**src/verilog/ccc_pkg.sv**
```systemverilog
/*
  constants, types and register map of the core control block.
  assumes a 32-bit apb slave port with a 12-bit byte address.
*/
`default_nettype none
package ccc_pkg;
  // ==========================================================
  // register indices (byte address = index * 4)
  localparam logic [9:0] IDX_PTR_FIRST = 10'h080; // pointer_first_reg
  localparam logic [9:0] IDX_PTR_SECOND = 10'h081; // pointer_second_reg
  localparam logic [9:0] IDX_SLOT_A = 10'h082; // short_slot_a_reg
  localparam logic [9:0] IDX_SLOT_B = 10'h083; // short_slot_b_reg
  localparam logic [9:0] IDX_ACC = 10'h0FF; // accumulator_reg
  localparam logic [9:0] IDX_CMD = 10'h100; // command register, write only
  localparam logic [9:0] IDX_STAT = 10'h101; // status register, read only
  localparam logic [9:0] IDX_STACK = 10'h102; // first stack level, read only
  localparam logic [7:0] REG_RST = 8'h00; // data registers after reset

  // ==========================================================
  // program space vectors
  localparam logic [11:0] RESET_VEC = 12'hFFE;
  localparam logic [11:0] NMI_VEC = 12'hFFC;
  localparam logic [11:0] IRQ_VEC_BASE = 12'hFF0; // four 2-byte vectors
  localparam logic [2:0] STACK_LEVELS = 3'h6;

  // ==========================================================
  // command codes and core modes
  typedef enum logic [3:0] {
    OP_STEP = 4'h0, OP_JUMP = 4'h1, OP_CALL = 4'h2, OP_BRANCH = 4'h3,
    OP_RET = 4'h4, OP_INTERRUPT_EXIT = 4'h5, OP_IRQ = 4'h6, OP_ADD = 4'h7,
    OP_SUB = 4'h8, OP_AND = 4'h9, OP_BTST = 4'hA, OP_RLC = 4'hB,
    OP_IND = 4'hC
  } ccc_op_type;

  // gray along main -> irq -> nmi
  typedef enum logic [1:0] {
    MODE_MAIN = 2'b00, MODE_IRQ = 2'b01, MODE_NMI = 2'b11
  } ccc_mode_type;

  // command word as written into pwdata[23:0]
  typedef struct packed {
    logic [7:0] data;
    logic [11:0] arg;
    ccc_op_type op;
  } ccc_cmd_type;

  // status word as read from prdata[19:0]
  typedef struct packed {
    logic nmi_pend;
    logic [2:0] depth;
    logic zero;
    logic carry;
    ccc_mode_type mode;
    logic [11:0] pc;
  } ccc_stat_type;
endpackage
`default_nettype wire
```
**src/verilog/ccc_core_ctrl.sv**
```systemverilog
/*
  core control: working registers, program counter, banked flags,
  six-level return stack and nmi entry, reached over apb.
  assumes a synchronous apb master and an nmi pin with pull-up.
*/
// Local design decision: the APB register port.
//Contract
//- 8-bit accumulator, data address FFh
//- pointer registers at 80h and 81h
//- short-direct slots at 82h and 83h
//- indirect access uses selected pointer as address
//- 12-bit program counter, 4096-byte space
//- pc sources: jump, call, branch, vectors, pop
//- relative branch adds offset through adder
//- three carry/zero pairs, one per mode
//- mode entry switches pair, return restores prior
//- pairs keep values across mode switches
//- only the active pair is visible
//- carry from carry/borrow, bit test, rotate
//- zero set when result equals zero
//- reset starts in nmi mode
//- six 12-bit stack levels outside data space
//- push shifts levels down, pc enters first
//- pop loads pc, shifts levels up
//- stack saturates full; empty return steps on
//- only pc is saved on stack
//- vectors at FFEh, FFCh and FF0h-FF7h
//- nmi falling edge synchronised before entry
//- low reset restarts through reset vector
`timescale 1ns/1ps
`default_nettype none
module ccc_core_ctrl #(
  parameter int STACK_DEPTH = 6 // return stack levels
) (
  input wire logic pclk, // 10 MHz bus and core clock
  input wire logic presetn, // asynchronous reset, active low
  input wire logic psel, // apb select
  input wire logic penable, // apb access phase
  input wire logic pwrite, // apb direction, high = write
  input wire logic [11:0] paddr, // apb byte address
  input wire logic [31:0] pwdata, // apb write data
  output logic [31:0] prdata, // apb read data
  output logic pready, // apb ready
  output logic pslverr, // apb error, unmapped address
  input wire logic nmi_n, // top-priority interrupt pin, falling edge
  output logic [11:0] rom_addr, // next program rom address
  output logic [7:0] data_addr, // indirect data-space address
  output logic data_req // one-cycle indirect access strobe
);
  import ccc_pkg::*;

  // ==========================================================
  // state
  logic [7:0] acc_q; // accumulator
  logic [7:0] wreg_q [4]; // pointers and short-direct slots
  logic [11:0] pc_q; // program counter
  logic [11:0] stk_q [STACK_DEPTH]; // return stack, not in data space
  logic [2:0] depth_q; // filled stack levels
  ccc_mode_type mode_q; // active mode
  ccc_mode_type nmi_prev_q; // mode to resume after nmi exit
  logic [2:0] carry_q; // carry per mode: main, irq, nmi
  logic [2:0] zero_q; // zero per mode
  logic nmi_s1_q, nmi_s2_q, nmi_s3_q; // pin synchroniser and edge stage
  logic nmi_pend_q; // falling edge seen, not yet taken
  logic pready_q, pslverr_q; // bus answer
  logic [31:0] prdata_q; // read data
  logic [7:0] daddr_q; // indirect address
  logic dreq_q; // indirect strobe

  // ==========================================================
  // bus decode
  logic [9:0] idx; // register index
  logic wr_go; // write takes effect at this edge
  logic cmd_go; // command executes at this edge
  ccc_cmd_type cmd; // decoded command
  assign idx = paddr[11:2];
  assign wr_go = psel & penable & pready_q & pwrite;
  assign cmd_go = wr_go & (idx == IDX_CMD);
  assign cmd = ccc_cmd_type'(pwdata[23:0]);

  // active flag pair index
  logic [1:0] mi; // 0 main, 1 irq, 2 nmi
  logic [2:0] act_mask; // one-hot of active pair
  always_comb begin
    case (mode_q)
      MODE_IRQ: mi = 2'd1;
      MODE_NMI: mi = 2'd2;
      default: mi = 2'd0;
    endcase
    act_mask = 3'b001 << mi;
  end

  // ==========================================================
  // sequencing: nmi waits one cycle if a command is running, and is
  // not re-entered while already in nmi mode
  logic nmi_take, push, pop, is_ret;
  assign nmi_take = nmi_pend_q & ~cmd_go & (mode_q != MODE_NMI);
  assign is_ret = (cmd.op == OP_RET) | (cmd.op == OP_INTERRUPT_EXIT);
  assign push = nmi_take | cmd_go & ((cmd.op == OP_CALL) |
                ((cmd.op == OP_IRQ) & (mode_q == MODE_MAIN)));
  assign pop = cmd_go & is_ret & (depth_q != 3'd0);

  // branch target through the adder, offset is signed 8-bit
  logic [11:0] br_sum;
  assign br_sum = pc_q + {{4{cmd.arg[7]}}, cmd.arg[7:0]};

  // ==========================================================
  // alu: result, carry and zero for the active pair
  logic [7:0] alu_r; // result
  logic alu_c, alu_wc, alu_wz, alu_wa; // carry and write enables
  always_comb begin
    alu_r = acc_q;
    alu_c = carry_q[mi];
    alu_wc = 1'b0;
    alu_wz = 1'b0;
    alu_wa = 1'b0;
    case (cmd.op)
      OP_ADD: begin
        {alu_c, alu_r} = {1'b0, acc_q} + {1'b0, cmd.data};
        alu_wc = 1'b1;
        alu_wz = 1'b1;
        alu_wa = 1'b1;
      end
      OP_SUB: begin
        {alu_c, alu_r} = {1'b0, acc_q} - {1'b0, cmd.data};
        alu_wc = 1'b1;
        alu_wz = 1'b1;
        alu_wa = 1'b1;
      end
      OP_AND: begin
        alu_r = acc_q & cmd.data;
        alu_wz = 1'b1;
        alu_wa = 1'b1;
      end
      OP_BTST: begin
        alu_c = cmd.data[cmd.arg[2:0]];
        alu_wc = 1'b1;
      end
      OP_RLC: begin
        alu_r = {acc_q[6:0], carry_q[mi]};
        alu_c = acc_q[7];
        alu_wc = 1'b1;
        alu_wz = 1'b1;
        alu_wa = 1'b1;
      end
      default: begin
        alu_r = acc_q;
      end
    endcase
  end

  // ==========================================================
  // accumulator: bus write or alu result
  always_ff @(posedge pclk or negedge presetn) begin
    if (!presetn) begin
      acc_q <= REG_RST;
    end else if (cmd_go & alu_wa) begin
      acc_q <= alu_r;
    end else if (wr_go & (idx == IDX_ACC)) begin
      acc_q <= pwdata[7:0];
    end
  end

  // pointer and slot registers, plain data-space bytes
  always_ff @(posedge pclk or negedge presetn) begin
    if (!presetn) begin
      for (int i = 0; i < 4; i++) begin
        wreg_q[i] <= REG_RST;
      end
    end else if (wr_go & (idx[9:2] == IDX_PTR_FIRST[9:2])) begin
      wreg_q[idx[1:0]] <= pwdata[7:0];
    end
  end

  // indirect access: the pointer's content is the address
  always_ff @(posedge pclk or negedge presetn) begin
    if (!presetn) begin
      daddr_q <= 8'h00;
      dreq_q <= 1'b0;
    end else begin
      dreq_q <= cmd_go & (cmd.op == OP_IND);
      if (cmd_go & (cmd.op == OP_IND)) begin
        daddr_q <= wreg_q[{1'b0, cmd.arg[0]}];
      end
    end
  end

  // ==========================================================
  // program counter
  always_ff @(posedge pclk or negedge presetn) begin
    if (!presetn) begin
      pc_q <= RESET_VEC;
    end else if (nmi_take) begin
      pc_q <= NMI_VEC;
    end else if (cmd_go) begin
      case (cmd.op)
        OP_JUMP, OP_CALL: pc_q <= cmd.arg;
        OP_BRANCH: pc_q <= br_sum;
        OP_IRQ: begin
          // irq is ignored outside main mode, core just steps
          if (mode_q == MODE_MAIN) begin
            pc_q <= IRQ_VEC_BASE + {9'h000, cmd.arg[1:0], 1'b0};
          end else begin
            pc_q <= pc_q + 12'h001;
          end
        end
        OP_RET, OP_INTERRUPT_EXIT: begin
          // empty stack: carry on with the next instruction
          pc_q <= (depth_q != 3'd0) ? stk_q[0] : pc_q + 12'h001;
        end
        default: pc_q <= pc_q + 12'h001;
      endcase
    end
  end

  // ==========================================================
  // return stack: shift register, only the pc goes in
  always_ff @(posedge pclk or negedge presetn) begin
    if (!presetn) begin
      for (int i = 0; i < STACK_DEPTH; i++) begin
        stk_q[i] <= 12'h000;
      end
    end else if (push) begin
      stk_q[0] <= pc_q;
      for (int i = 1; i < STACK_DEPTH; i++) begin
        stk_q[i] <= stk_q[i-1];
      end
    end else if (pop) begin
      for (int i = 0; i < STACK_DEPTH - 1; i++) begin
        stk_q[i] <= stk_q[i+1];
      end
    end
  end

  // fill level saturates at both ends
  always_ff @(posedge pclk or negedge presetn) begin
    if (!presetn) begin
      depth_q <= 3'd0;
    end else if (push & (depth_q != 3'(STACK_DEPTH))) begin
      depth_q <= depth_q + 3'd1;
    end else if (pop) begin
      depth_q <= depth_q - 3'd1;
    end
  end

  // ==========================================================
  // mode: nmi from anywhere else, irq from main, interrupt_exit goes back
  always_ff @(posedge pclk or negedge presetn) begin
    if (!presetn) begin
      mode_q <= MODE_NMI;
      nmi_prev_q <= MODE_MAIN;
    end else if (nmi_take) begin
      mode_q <= MODE_NMI;
      nmi_prev_q <= mode_q;
    end else if (cmd_go & (cmd.op == OP_IRQ) & (mode_q == MODE_MAIN)) begin
      mode_q <= MODE_IRQ;
    end else if (cmd_go & (cmd.op == OP_INTERRUPT_EXIT)) begin
      mode_q <= (mode_q == MODE_NMI) ? nmi_prev_q : MODE_MAIN;
    end
  end

  // flag pairs: only the active one is written, none cleared on switch
  always_ff @(posedge pclk or negedge presetn) begin
    if (!presetn) begin
      carry_q <= 3'b000;
      zero_q <= 3'b000;
    end else if (cmd_go) begin
      if (alu_wc) begin
        carry_q[mi] <= alu_c;
      end
      if (alu_wz) begin
        zero_q[mi] <= (alu_r == 8'h00);
      end
    end
  end

  // ==========================================================
  // nmi pin: two-flop synchroniser, edge stage behind it
  always_ff @(posedge pclk or negedge presetn) begin
    if (!presetn) begin
      nmi_s1_q <= 1'b1;
      nmi_s2_q <= 1'b1;
      nmi_s3_q <= 1'b1;
    end else begin
      nmi_s1_q <= nmi_n;
      nmi_s2_q <= nmi_s1_q;
      nmi_s3_q <= nmi_s2_q;
    end
  end

  // pending flag: a new edge wins over the take
  always_ff @(posedge pclk or negedge presetn) begin
    if (!presetn) begin
      nmi_pend_q <= 1'b0;
    end else if (nmi_s3_q & ~nmi_s2_q) begin
      nmi_pend_q <= 1'b1;
    end else if (nmi_take) begin
      nmi_pend_q <= 1'b0;
    end
  end

  // ==========================================================
  // apb answer: ready one cycle after setup, data captured at setup
  ccc_stat_type stat;
  logic [31:0] rd_d;
  logic err_d;
  always_comb begin
    stat = '{nmi_pend: nmi_pend_q, depth: depth_q, zero: zero_q[mi],
             carry: carry_q[mi], mode: mode_q, pc: pc_q};
    rd_d = 32'h0000_0000;
    err_d = 1'b0;
    case (idx)
      IDX_ACC: rd_d = {24'h000000, acc_q};
      IDX_PTR_FIRST, IDX_PTR_SECOND, IDX_SLOT_A, IDX_SLOT_B:
        rd_d = {24'h000000, wreg_q[idx[1:0]]};
      IDX_CMD: rd_d = 32'h0000_0000; // write only
      IDX_STAT: rd_d = {12'h000, stat};
      IDX_STACK: rd_d = {20'h00000, stk_q[0]};
      default: err_d = 1'b1; // unmapped
    endcase
  end

  always_ff @(posedge pclk or negedge presetn) begin
    if (!presetn) begin
      pready_q <= 1'b0;
      pslverr_q <= 1'b0;
      prdata_q <= 32'h0000_0000;
    end else begin
      pready_q <= psel & ~penable;
      pslverr_q <= psel & ~penable & err_d;
      prdata_q <= (psel & ~penable & ~pwrite) ? rd_d : 32'h0000_0000;
    end
  end

  // ==========================================================
  // outputs, all from flops
  assign prdata = prdata_q;
  assign pready = pready_q;
  assign pslverr = pslverr_q;
  assign rom_addr = pc_q;
  assign data_addr = daddr_q;
  assign data_req = dreq_q;
endmodule
`default_nettype wire

```
**config.mk**
```make
export PLATFORM = sky130hd
export DESIGN_NAME = ccc_core_ctrl
export DESIGN_NICKNAME = d
export VERILOG_FILES = /design/src/verilog/ccc_pkg.sv /design/src/verilog/ccc_core_ctrl.sv
export SDC_FILE = /design/constraint.sdc
export NUM_CORES = 1
export LEC_CHECK = 0
export ABC_AREA = 1
export BUFFER_PORTS_ARGS = -buffer_cell sky130_fd_sc_hd__clkbuf_2
export CORE_AREA = 2 2 144 146
export CTS_BUF_LIST = sky130_fd_sc_hd__clkbuf_8 sky130_fd_sc_hd__clkbuf_16
export DETAILED_ROUTE_END_ITERATION = 12
export DIE_AREA = 0 0 146 148
export PLACE_DENSITY = 0.81
export SYNTH_ARGS = -nofsm -noshare
export SYNTH_HDL_FRONTEND = slang
export SYNTH_SLANG_ARGS = --single-unit
```
**constraint.sdc**
```tcl
create_clock -name pclk -period 1.9 [get_ports pclk]
set_input_delay 0.095 -clock pclk [delete_from_list [all_inputs] [get_ports pclk]]
set_output_delay 0.095 -clock pclk [all_outputs]
set_load 0.02 [all_outputs]
```
==> results of run 1 <==
==> cell type report <==
| class | count | area, um^2 | area share [%] |
|---|---|---|---|
| clock buffers | 17 | 425 | 3.46 |
| clock inverters | 15 | 151 | 1.23 |
| inverters | 156 | 586 | 4.76 |
| multi-input cells | 950 | 5010 | 40.7 |
| flip-flops and latches | 172 | 4330 | 35.2 |
| well taps | 270 | 338 | 2.75 |
| repair buffers | 204 | 1460 | 11.9 |
==> cell usage after synthesis (all sizes together), types with 9 or more instances <==
cell	number	share of area (%)
nand2	447	17
dfrtp	156	40
inv	153	5.9
o21ai	107	5.5
nand3	99	5.0
nor2	87	3.5
o211ai	45	3.4
buf	32	2.0
a21oi	30	1.6
ha	29	3.7
nand4	24	1.6
clkbuf	16	0.61
dfstp	16	4.3
a221oi	12	1.1
nor3	9	0.46
==> flip-flops by register name, summed over array words and instances (netlist names) <==
| name | count |
|---|---|
| pready | 1 |
| nmi_prev_q | 2 |
| nmi_s3_q | 1 |
| data_addr | 8 |
| stk_q | 72 |
| data_req | 1 |
| carry_q | 3 |
| zero_q | 3 |
| acc_q | 8 |
| nmi_pend_q | 1 |
| nmi_s1_q | 1 |
| rom_addr | 12 |
| nmi_s2_q | 1 |
| mode_q | 2 |
| pslverr | 1 |
| wreg_q | 32 |
| depth_q | 3 |
| prdata | 20 |
==> per-stage QoR <==
step / setup WS [ns] / util [%] / TNS (ns) / instances / power, uW
2_1_floorplan: -0.00598 / - / -0.00598 / 1326 / 6860
3_3_place_gp: -0.121 / 56.4 / -0.518 / 1737 / 7890
3_5_place_dp: -0.224 / 56.4 / -1.38 / 1737 / 8050
4_1_cts: -0.176 / 59.7 / -0.735 / 1775 / 11500
5_1_grt: -0.355 / 61.4 / -2.33 / 1784 / 12400
6_report: -0.188 / 61.4 / -0.955 / 1784 / 11700
==> per-layer routing <==
layer / global-route usage [%] / part of all wire [%] / up-vias
li1: - / - / 4664
met1: 33.6 / 40 / 4686
met2: 44.0 / 47 / 458
met3: 5.34 / 7.0 / 121
met4: 13.0 / 5.8 / 0
met5: 0 / 0 / -
==> tightest hold or removal path, delay by kind of cell <==
family          cells  cell delay (ns)
compound gates      1             0.08
buf+inv             1             0.16
simple gates        1             0.10
==> repair_timing <==
| item | in CTS | in global routing |
|---|---|---|
| buffers inserted | 2 | 9 |
| endpoints found under the hold margin | 53 | 0 |
| pin swaps | 3 | 26 |
| hold buffers | 4 | 0 |
| setup endpoints to repair | 20 | 109 |
| cloned | 0 | 1 |
| gates resized for setup | 13 | 71 |
==> cell families (layout without fill, tap and decap cells) <==
kind of cell / count (synthesis) / in the layout / synth area share (%)
AOI/OAI and AO/OA: 217 / 217 / 13.2
xor gates and xnor gates: 7 / 7 / 0.625
adders and majority gates: 33 / 33 / 4.51
buffers and inverters: 204 / 392 / 8.55
DFF: 172 / 172 / 44.1
muxes: 8 / 8 / 0.816
other: 1 / 12 / 0.0382
and+or+nand+nor: 673 / 673 / 28.2
==> report_power, final <==
group          total [uW]  leakage (uW)  internal [uW]  switching (uW)
Sequential           4910       0.00222           4380             530
Combinational        3370       0.00366           1370            2000
Clock                3410      0.000277           1750            1660
==> final timing paths <==
kind / slack [ns] / from / to / cells past startpoint
min: 0.03 / pwdata[3] / acc_q[3] / 3
max in group asynchronous: 0.98 / presetn / rom_addr[9] / 3
min in group asynchronous: 0.21 / presetn / acc_q[0] / 2
max reg2reg: -0.19 / acc_q[0] / zero_q[2] / 15
max: -0.19 / acc_q[0] / zero_q[2] / 15
min reg2reg: 0.36 / nmi_s1_q / nmi_s2_q / 0
==> flow_summary.toml, run 1 <==
[sta]
fin_crit_ns = 2.09
finalCritPeriodShare_pct = 110
final_hold_viol_count = 0
slew_violations = 0
fin_skew_ns = 0.0163
max_freq_ghz = 0.479
finalSetupViolCount = 7
rsz0062_at_grt = "true"
hold_slack_ns = 0.0268
slew-limit-headroom_pct = 58.0
setup_slack_ns = -0.188
tightest_slew_ns = 0.629

[grt]
antenna_found_initial = 0
overflow = 0
grt_max_degree = 62
grt_pass1_vias = 9258
grt_usage_pct = 26.6
grt_pass1_wl_mm = 46.0

[logic_synthesis]
ys_types = 41
synth.avg_cell_area_um2 = 7.46
synth-seq-cells = 172
syn-cell-area_um2 = 9810
synth-main-ff-cell = "dfrtp_1"
yosysSeqAreaShare_pct = 44.1
synth_warnings = 0
synthCells = 1315
ys_async_sr_fraction_pct = 100
synth_edf_count = 0

[final_layout]
syn2layout_area_growth_pct = 25.4
finalInstanceArea_um2 = 12300
final_cell_mix = "432 x nand2_1, 153 x dfrtp_1, 144 x inv_1"
diodes = 0
final_common_cell = "nand2_1"
final_nets = 1584
drive_above_1_share_pct = 21.9
nFillCells = 1736

[detailed_routing]
via_per_inst = 5.57
drt_pass1_iterations = 6
wl_per_cell_um = 16.4
drtAntennaViolNets = 0
drt-initial-drc-count = 1001
drc_errors = 0
via_count = 9929
wl_mm = 29.2

[setup_path]
cp_slowest_cell = "dfrtp_1"
crit_path_frequent_cell = "nand2_1"
crit_type = "flip-flop to flip-flop"
crit_required_ns = 2.28
crit_fanout = 3
startpoint_type = "flip-flop"
cpPeakStageDelay_ns = 0.41
critPathTopFamily = "simple AND/OR/NAND/NOR gates"
crit_path_end_kind = "flip-flop"
arrival_ns = 2.47
critPathBufInv = 1
path_cells = "ha_1, fa_2, inv_1, nand2_1, nand2_1, nor2_1, nor2_1, nand2_1, nor2_1, nand2_1, nor2_1, nand2_1, nor2_4, nand3_1, nand2_1"

[run_status]
status = "finished, violations left"
violations = "negative setup slack"

[worst_hold_path]
hold_path_class = "primary input to flip-flop"

[cts]
ctsLongestPathBuffers = 2
cts_tree = "built"
clk_pin_slew_worst_paths_ns = 0.07
cts_buffers = 17
cts_root_buf = "clkbuf_16"
htreeDepth = 4
clock_sinks = 172
insertion_delay_ns = 0.45

[power_and_ir_drop]
leakagePower_uw = 0.00616
ir_drop_mv = 0.624
p_per_area_nw_per_um2 = 949

[floorplan]
die_h_um = 148
ios = 105
die-area_um2 = 21600
rows = 52
start_util_pct = 49.0
fp.dieW_um = 146
core_area_um2 = 20000

[run]
drv_cap = 0

[placement]
portBuffers = 82
gp_congestion = 0.950
placed_area_um2 = 11300
dp_hpwl_mm = 21.5
No activity file was read; power rests on OpenSTA's default activity.
==> run 2, diff against run 1 <==
--- a/config.mk
+++ b/config.mk
@@ -12,6 +12,7 @@
 export DETAILED_ROUTE_END_ITERATION = 12
 export DIE_AREA = 0 0 146 148
 export PLACE_DENSITY = 0.81
+export SKIP_CTS_REPAIR_TIMING = 1
 export SYNTH_ARGS = -nofsm -noshare
 export SYNTH_HDL_FRONTEND = slang
 export SYNTH_SLANG_ARGS = --single-unit
==> run 2 against run 1 <==
  * The flow still finishes with violations (negative setup slack)
  * Register-to-register slack worse by 0.15 ns
  * Fmax is 6.5% lower
  * Utilization is 0.23 points higher
  * Sequential share of layout area is 0.13 points lower
  * Wire length hardly changed
  * Sequential power hardly changed
  * Power hardly changed
  * Clock power hardly changed
  * Final area is 0.38% higher
==> flow_summary.toml, run 2 (synthesized netlist as in run 1, its figures left out) <==
[run_status]
status = "finished, violations left"
violations = "negative setup slack"

[sta]
slew-limit-headroom_pct = 57.2
fin_skew_ns = 0.0108
slew_violations = 0
tightest_slew_ns = 0.641
tns_ns = -1.58
max_freq_ghz = 0.448
hold_slack_ns = 0.0162
finalCritPeriodShare_pct = 118
fin_crit_ns = 2.23
setup_slack_ns = -0.334
rsz0062_at_grt = "true"
final_hold_viol_count = 0
finalSetupViolCount = 7

[floorplan]
die_h_um = 148
fp.dieW_um = 146
ios = 105
start_util_pct = 49.0
core_area_um2 = 20000
rows = 52
die-area_um2 = 21600

[setup_path]
startpoint_type = "flip-flop"
path_cells = "inv_2, ha_4, inv_2, fa_2, inv_2, nand2_1, nand2_1, nor2_1, nor2_1, nand2_1, nor2_1, nand2_1, nor2_1, nand2_1, nor2_4, nand3_1, nand2_1"
critPathTopFamily = "simple AND/OR/NAND/NOR gates"
cpPeakStageDelay_ns = 0.41
crit_type = "flip-flop to flip-flop"
reg2reg_to = "zero_q[1]"
critPathBufInv = 3
critPathCapture = "zero_q[1]"
crit_path_end_kind = "flip-flop"
arrival_ns = 2.61
rr_worst_depth = 17
critical_path_depth = 17
crit_required_ns = 2.28
crit_path_frequent_cell = "nand2_1"
cp_slowest_cell = "dfrtp_1"
r2r-start = "acc_q[0]"
crit_start = "acc_q[0]"
crit_fanout = 3
reg2reg_slack_ns = -0.33

[worst_hold_path]
hold_path_class = "primary input to flip-flop"

[placement]
gp_congestion = 0.950
dp_hpwl_mm = 21.5
placed_area_um2 = 11300
dp.cells = 1737
portBuffers = 82

[final_layout]
max_flop_register = "stk_q"
diodes = 0
syn2layout_area_growth_pct = 25.8
nFillCells = 1742
multi_input_area_um2 = 5030
drive_above_1_share_pct = 22.2
seqCellArea_um2 = 4330
final_common_cell = "nand2_1"
stdcell_count = 1785
final_cell_mix = "432 x nand2_1, 153 x dfrtp_1, 142 x inv_1"
final_nets = 1585
finalInstanceArea_um2 = 12400
largest_reg_flops = 72

[grt]
antenna_found_initial = 0
overflow = 0
grt_pass1_vias = 9185
grt_max_degree = 62
grt_pass1_wl_mm = 45.8
grt_usage_pct = 26.5

[detailed_routing]
wl_met3_mm = 1.91
via_per_inst = 5.54
wl_mm = 29.2
wl_per_cell_um = 16.4
drtAntennaViolNets = 0
via_count = 9882
wl_met1_mm = 11.9
drc_errors = 0
drt_pass1_iterations = 5
maxUsedRoutingLayer = "met4"
dr_wl_met2_mm = 13.9
drt-initial-drc-count = 1102

[cts]
cts_tree = "built"
htreeDepth = 4
insertion_delay_ns = 0.44
ctsLongestPathBuffers = 2
cts_buffers = 17
clk_pin_slew_worst_paths_ns = 0.08
cts_root_buf = "clkbuf_16"
clock_sinks = 172

[power_and_ir_drop]
p_per_area_nw_per_um2 = 945
p_sw_share_pct = 35.6
fin_total_pwr_uw = 11700
ir_drop_mv = 0.623
leakagePower_uw = 0.00615
power.share.sequential_pct = 42.1
switchingPower_uw = 4160
p_int_uw = 7510
clkPwrFrac_pct = 29.0
combPwrFrac_pct = 28.9

[run]
drv_cap = 0
-- run 2: power groups by stage --
stage	Sequential, uW	Combinational (uW)	Clock (uW)
6_report	4910	3380	3390
5_1_grt	4980	3820	3580
3_5_place_dp	4940	3110	0
2_1_floorplan	4800	2060	0
4_1_cts	4880	3140	3430
3_3_place_gp	4910	2980	0
-- run 2: worst min-delay path by stage --
stage	slack, ns	cells after the start	startpoint	endpoint
after floorplan	-0.20	0	presetn	acc_q[0]
after global placement	0.13	1	presetn	acc_q[1]
after detailed placement	0.13	1	presetn	acc_q[1]
after CTS	-0.34	1	presetn	acc_q[1]
after global routing	0.03	3	pwdata[3]	acc_q[3]
final	0.02	3	pwdata[3]	acc_q[3]
-- run 2: through the flow --
step / setup slack [ns] / utilization (%)
floorplan: -0.00598 / -
global placement: -0.121 / 56.4
detailed placement: -0.224 / 56.4
CTS: -0.238 / 59.3
global route: -0.444 / 61.6
finish: -0.334 / 61.6
-- run 2: area by class of cell --
cell class / count / area share, %
well taps: 270 / 2.74
multi-input cells: 950 / 40.8
clock buffers: 17 / 3.44
flip-flops and latches: 172 / 35.0
inverters: 156 / 4.74
clock inverters: 15 / 1.23
repair buffers: 205 / 12.1
-- run 2: layer usage --
layer / up-vias / track usage (%)
met5: - / 0
met4: 0 / 13.3
met3: 113 / 4.91
met2: 464 / 43.9
met1: 4638 / 33.5
li1: 4667 / -
-- run 2: worst register-to-register path, stage by stage, from the launching register on --
cell and delay (ns):
dfrtp_1 0.41, inv_2 0.09, ha_4 0.13, inv_2 0.04, fa_2 0.41, inv_2 0.05, nand2_1 0.04, nand2_1 0.06
nor2_1 0.04, nor2_1 0.10, nand2_1 0.08, nor2_1 0.11, nand2_1 0.06, nor2_1 0.13, nand2_1 0.11, nor2_4 0.18
nand3_1 0.09, nand2_1 0.07
==> run 3, diff against run 2 <==
--- a/config.mk
+++ b/config.mk
@@ -11,6 +11,7 @@
 export CTS_BUF_LIST = sky130_fd_sc_hd__clkbuf_8 sky130_fd_sc_hd__clkbuf_16
 export DETAILED_ROUTE_END_ITERATION = 12
 export DIE_AREA = 0 0 146 148
+export MAX_ROUTING_LAYER = met4
 export PLACE_DENSITY = 0.81
 export SKIP_CTS_REPAIR_TIMING = 1
 export SYNTH_ARGS = -nofsm -noshare
==> run 3 against run 2 <==
  * The flow finishes with violations (negative hold slack, negative setup slack)
  * Non-clock buffer count up 1
  * Fmax up 7.8%
  * Combinational power up 11%
  * Worst setup slack better by 0.16 ns
==> flow_summary.toml, run 3 (synthesized netlist as in run 1, its figures left out) <==
[run_status]
status = "finished, violations left"
violations = "negative hold slack, negative setup slack"

[power_and_ir_drop]
combPwrFrac_pct = 30.8
p_sw_share_pct = 36.6
power.share.sequential_pct = 40.6
ir_drop_mv = 0.606
p_per_area_nw_per_um2 = 986
clkPwrFrac_pct = 28.6
switchingPower_uw = 4470
leakagePower_uw = 0.00621
p_int_uw = 7760

[detailed_routing]
via_count = 9910
wl_mm = 29.6
via_per_inst = 5.55
wl_per_cell_um = 16.6
drt-initial-drc-count = 916
drc_errors = 0
drt_pass1_iterations = 6
drtAntennaViolNets = 0

[cts]
clk_pin_slew_worst_paths_ns = 0.08
ctsLongestPathBuffers = 2
htreeDepth = 4
cts_buffers = 17
insertion_delay_ns = 0.44
cts_root_buf = "clkbuf_16"
cts_tree = "built"
clock_sinks = 172

[setup_path]
rr_worst_depth = 17
reg2reg_slack_ns = -0.17
reg2reg_to = "zero_q[0]"
crit_start = "acc_q[0]"
startpoint_type = "flip-flop"
crit_fanout = 3
r2r-start = "acc_q[0]"
crit_required_ns = 2.28
crit_path_end_kind = "flip-flop"
crit_type = "flip-flop to flip-flop"
critPathCapture = "zero_q[0]"
arrival_ns = 2.45

[run]
drv_cap = 0

[sta]
hold_slack_ns = -0.0150
setup_slack_ns = -0.172
finalCritPeriodShare_pct = 109
slew-limit-headroom_pct = 60.4
fin_crit_ns = 2.07
max_freq_ghz = 0.483
final_hold_viol_count = 2
slew_violations = 0
rsz0062_at_grt = "true"
fin_skew_ns = 0.0103
tightest_slew_ns = 0.594
finalSetupViolCount = 8

[placement]
gp_congestion = 0.961
dp_hpwl_mm = 21.5
portBuffers = 82

[floorplan]
die_h_um = 148
fp.dieW_um = 146
ios = 105
start_util_pct = 49.0
core_area_um2 = 20000
rows = 52
die-area_um2 = 21600

[final_layout]
final_nets = 1586
syn2layout_area_growth_pct = 26.4
max_flop_register = "stk_q"
drive_above_1_share_pct = 22.2
diodes = 0
final_common_cell = "nand2_1"
final_cell_mix = "422 x nand2_1, 153 x dfrtp_1, 141 x inv_1"
utilization_pct = 61.9
largest_reg_flops = 72
nFillCells = 1671

[grt]
grt_usage_pct = 27.1
grt_pass1_vias = 9219
grt_max_degree = 57
overflow = 0
antenna_found_initial = 0
grt_pass1_wl_mm = 45.8

[worst_hold_path]
hold_path_class = "primary input to flip-flop"
[run 3: layout make-up]
cell class | count | area [um^2] | share of cell area [%]
Clock inverter | 15 | 166 | 1.34
Clock buffer | 17 | 425 | 3.43
Sequential cell | 172 | 4330 | 34.9
Tap cell | 270 | 338 | 2.72
Multi-Input combinational cell | 950 | 5010 | 40.4
Timing Repair Buffer | 206 | 1550 | 12.5
Inverter | 156 | 589 | 4.75
[run 3: metrics by stage]
step | power, uW | setup TNS [ns] | setup slack, ns | area, um^2 | instances
floorplan | 6860 | -0.00598 | -0.00598 | 9900 | 1326
global placement | 7810 | -0.493 | -0.114 | 11300 | 1731
detailed placement | 7970 | -0.887 | -0.171 | 11300 | 1731
CTS | 11500 | -1.08 | -0.184 | 11800 | 1763
global route | 12900 | -3.45 | -0.332 | 12400 | 1786
finish | 12200 | -0.737 | -0.172 | 12400 | 1786
[run 3: power groups by stage]
stage               Clock, uW  Combinational, uW  Sequential (uW)
floorplan                   0               2060             4800
global placement            0               2900             4910
detailed placement          0               3030             4950
CTS                      3520               3050             4880
global route             3670               4150             5050
finish                   3500               3760             4960
[run 3: worst min path at each step]
stage | start | endpoint | slack (ns) | cells past startpoint
2_1_floorplan | presetn | acc_q[0] | -0.20 | 0
3_3_place_gp | presetn | acc_q[1] | 0.10 | 1
3_5_place_dp | presetn | acc_q[1] | 0.11 | 1
4_1_cts | presetn | data_addr[5] | -0.35 | 1
5_1_grt | pwdata[3] | acc_q[3] | 0.02 | 3
6_report | psel | pslverr | -0.02 | 5
[run 3: worst max-delay path: stages, from the launching register on]
cell and delay (ns):
dfrtp_1 0.40, inv_2 0.08, ha_4 0.12, inv_2 0.03, fa_2 0.35, inv_2 0.05
nand2_1 0.04, nand2_1 0.05, nor2_1 0.04, nor2_1 0.10, nand2_1 0.07, nor2_1 0.08
nand2_1 0.06, nor2_1 0.10, nand2_1 0.11, nor2_4 0.16, nand3_1 0.08, nand2_1 0.08
[run 3: per-layer routing]
metal / track usage, % / share of wire (%) / up-vias
met5: - / 0 / -
met4: 9.27 / 3.4 / 0
met3: 5.28 / 6.4 / 80
met2: 45.1 / 49 / 443
met1: 33.3 / 41 / 4715
li1: - / - / 4672
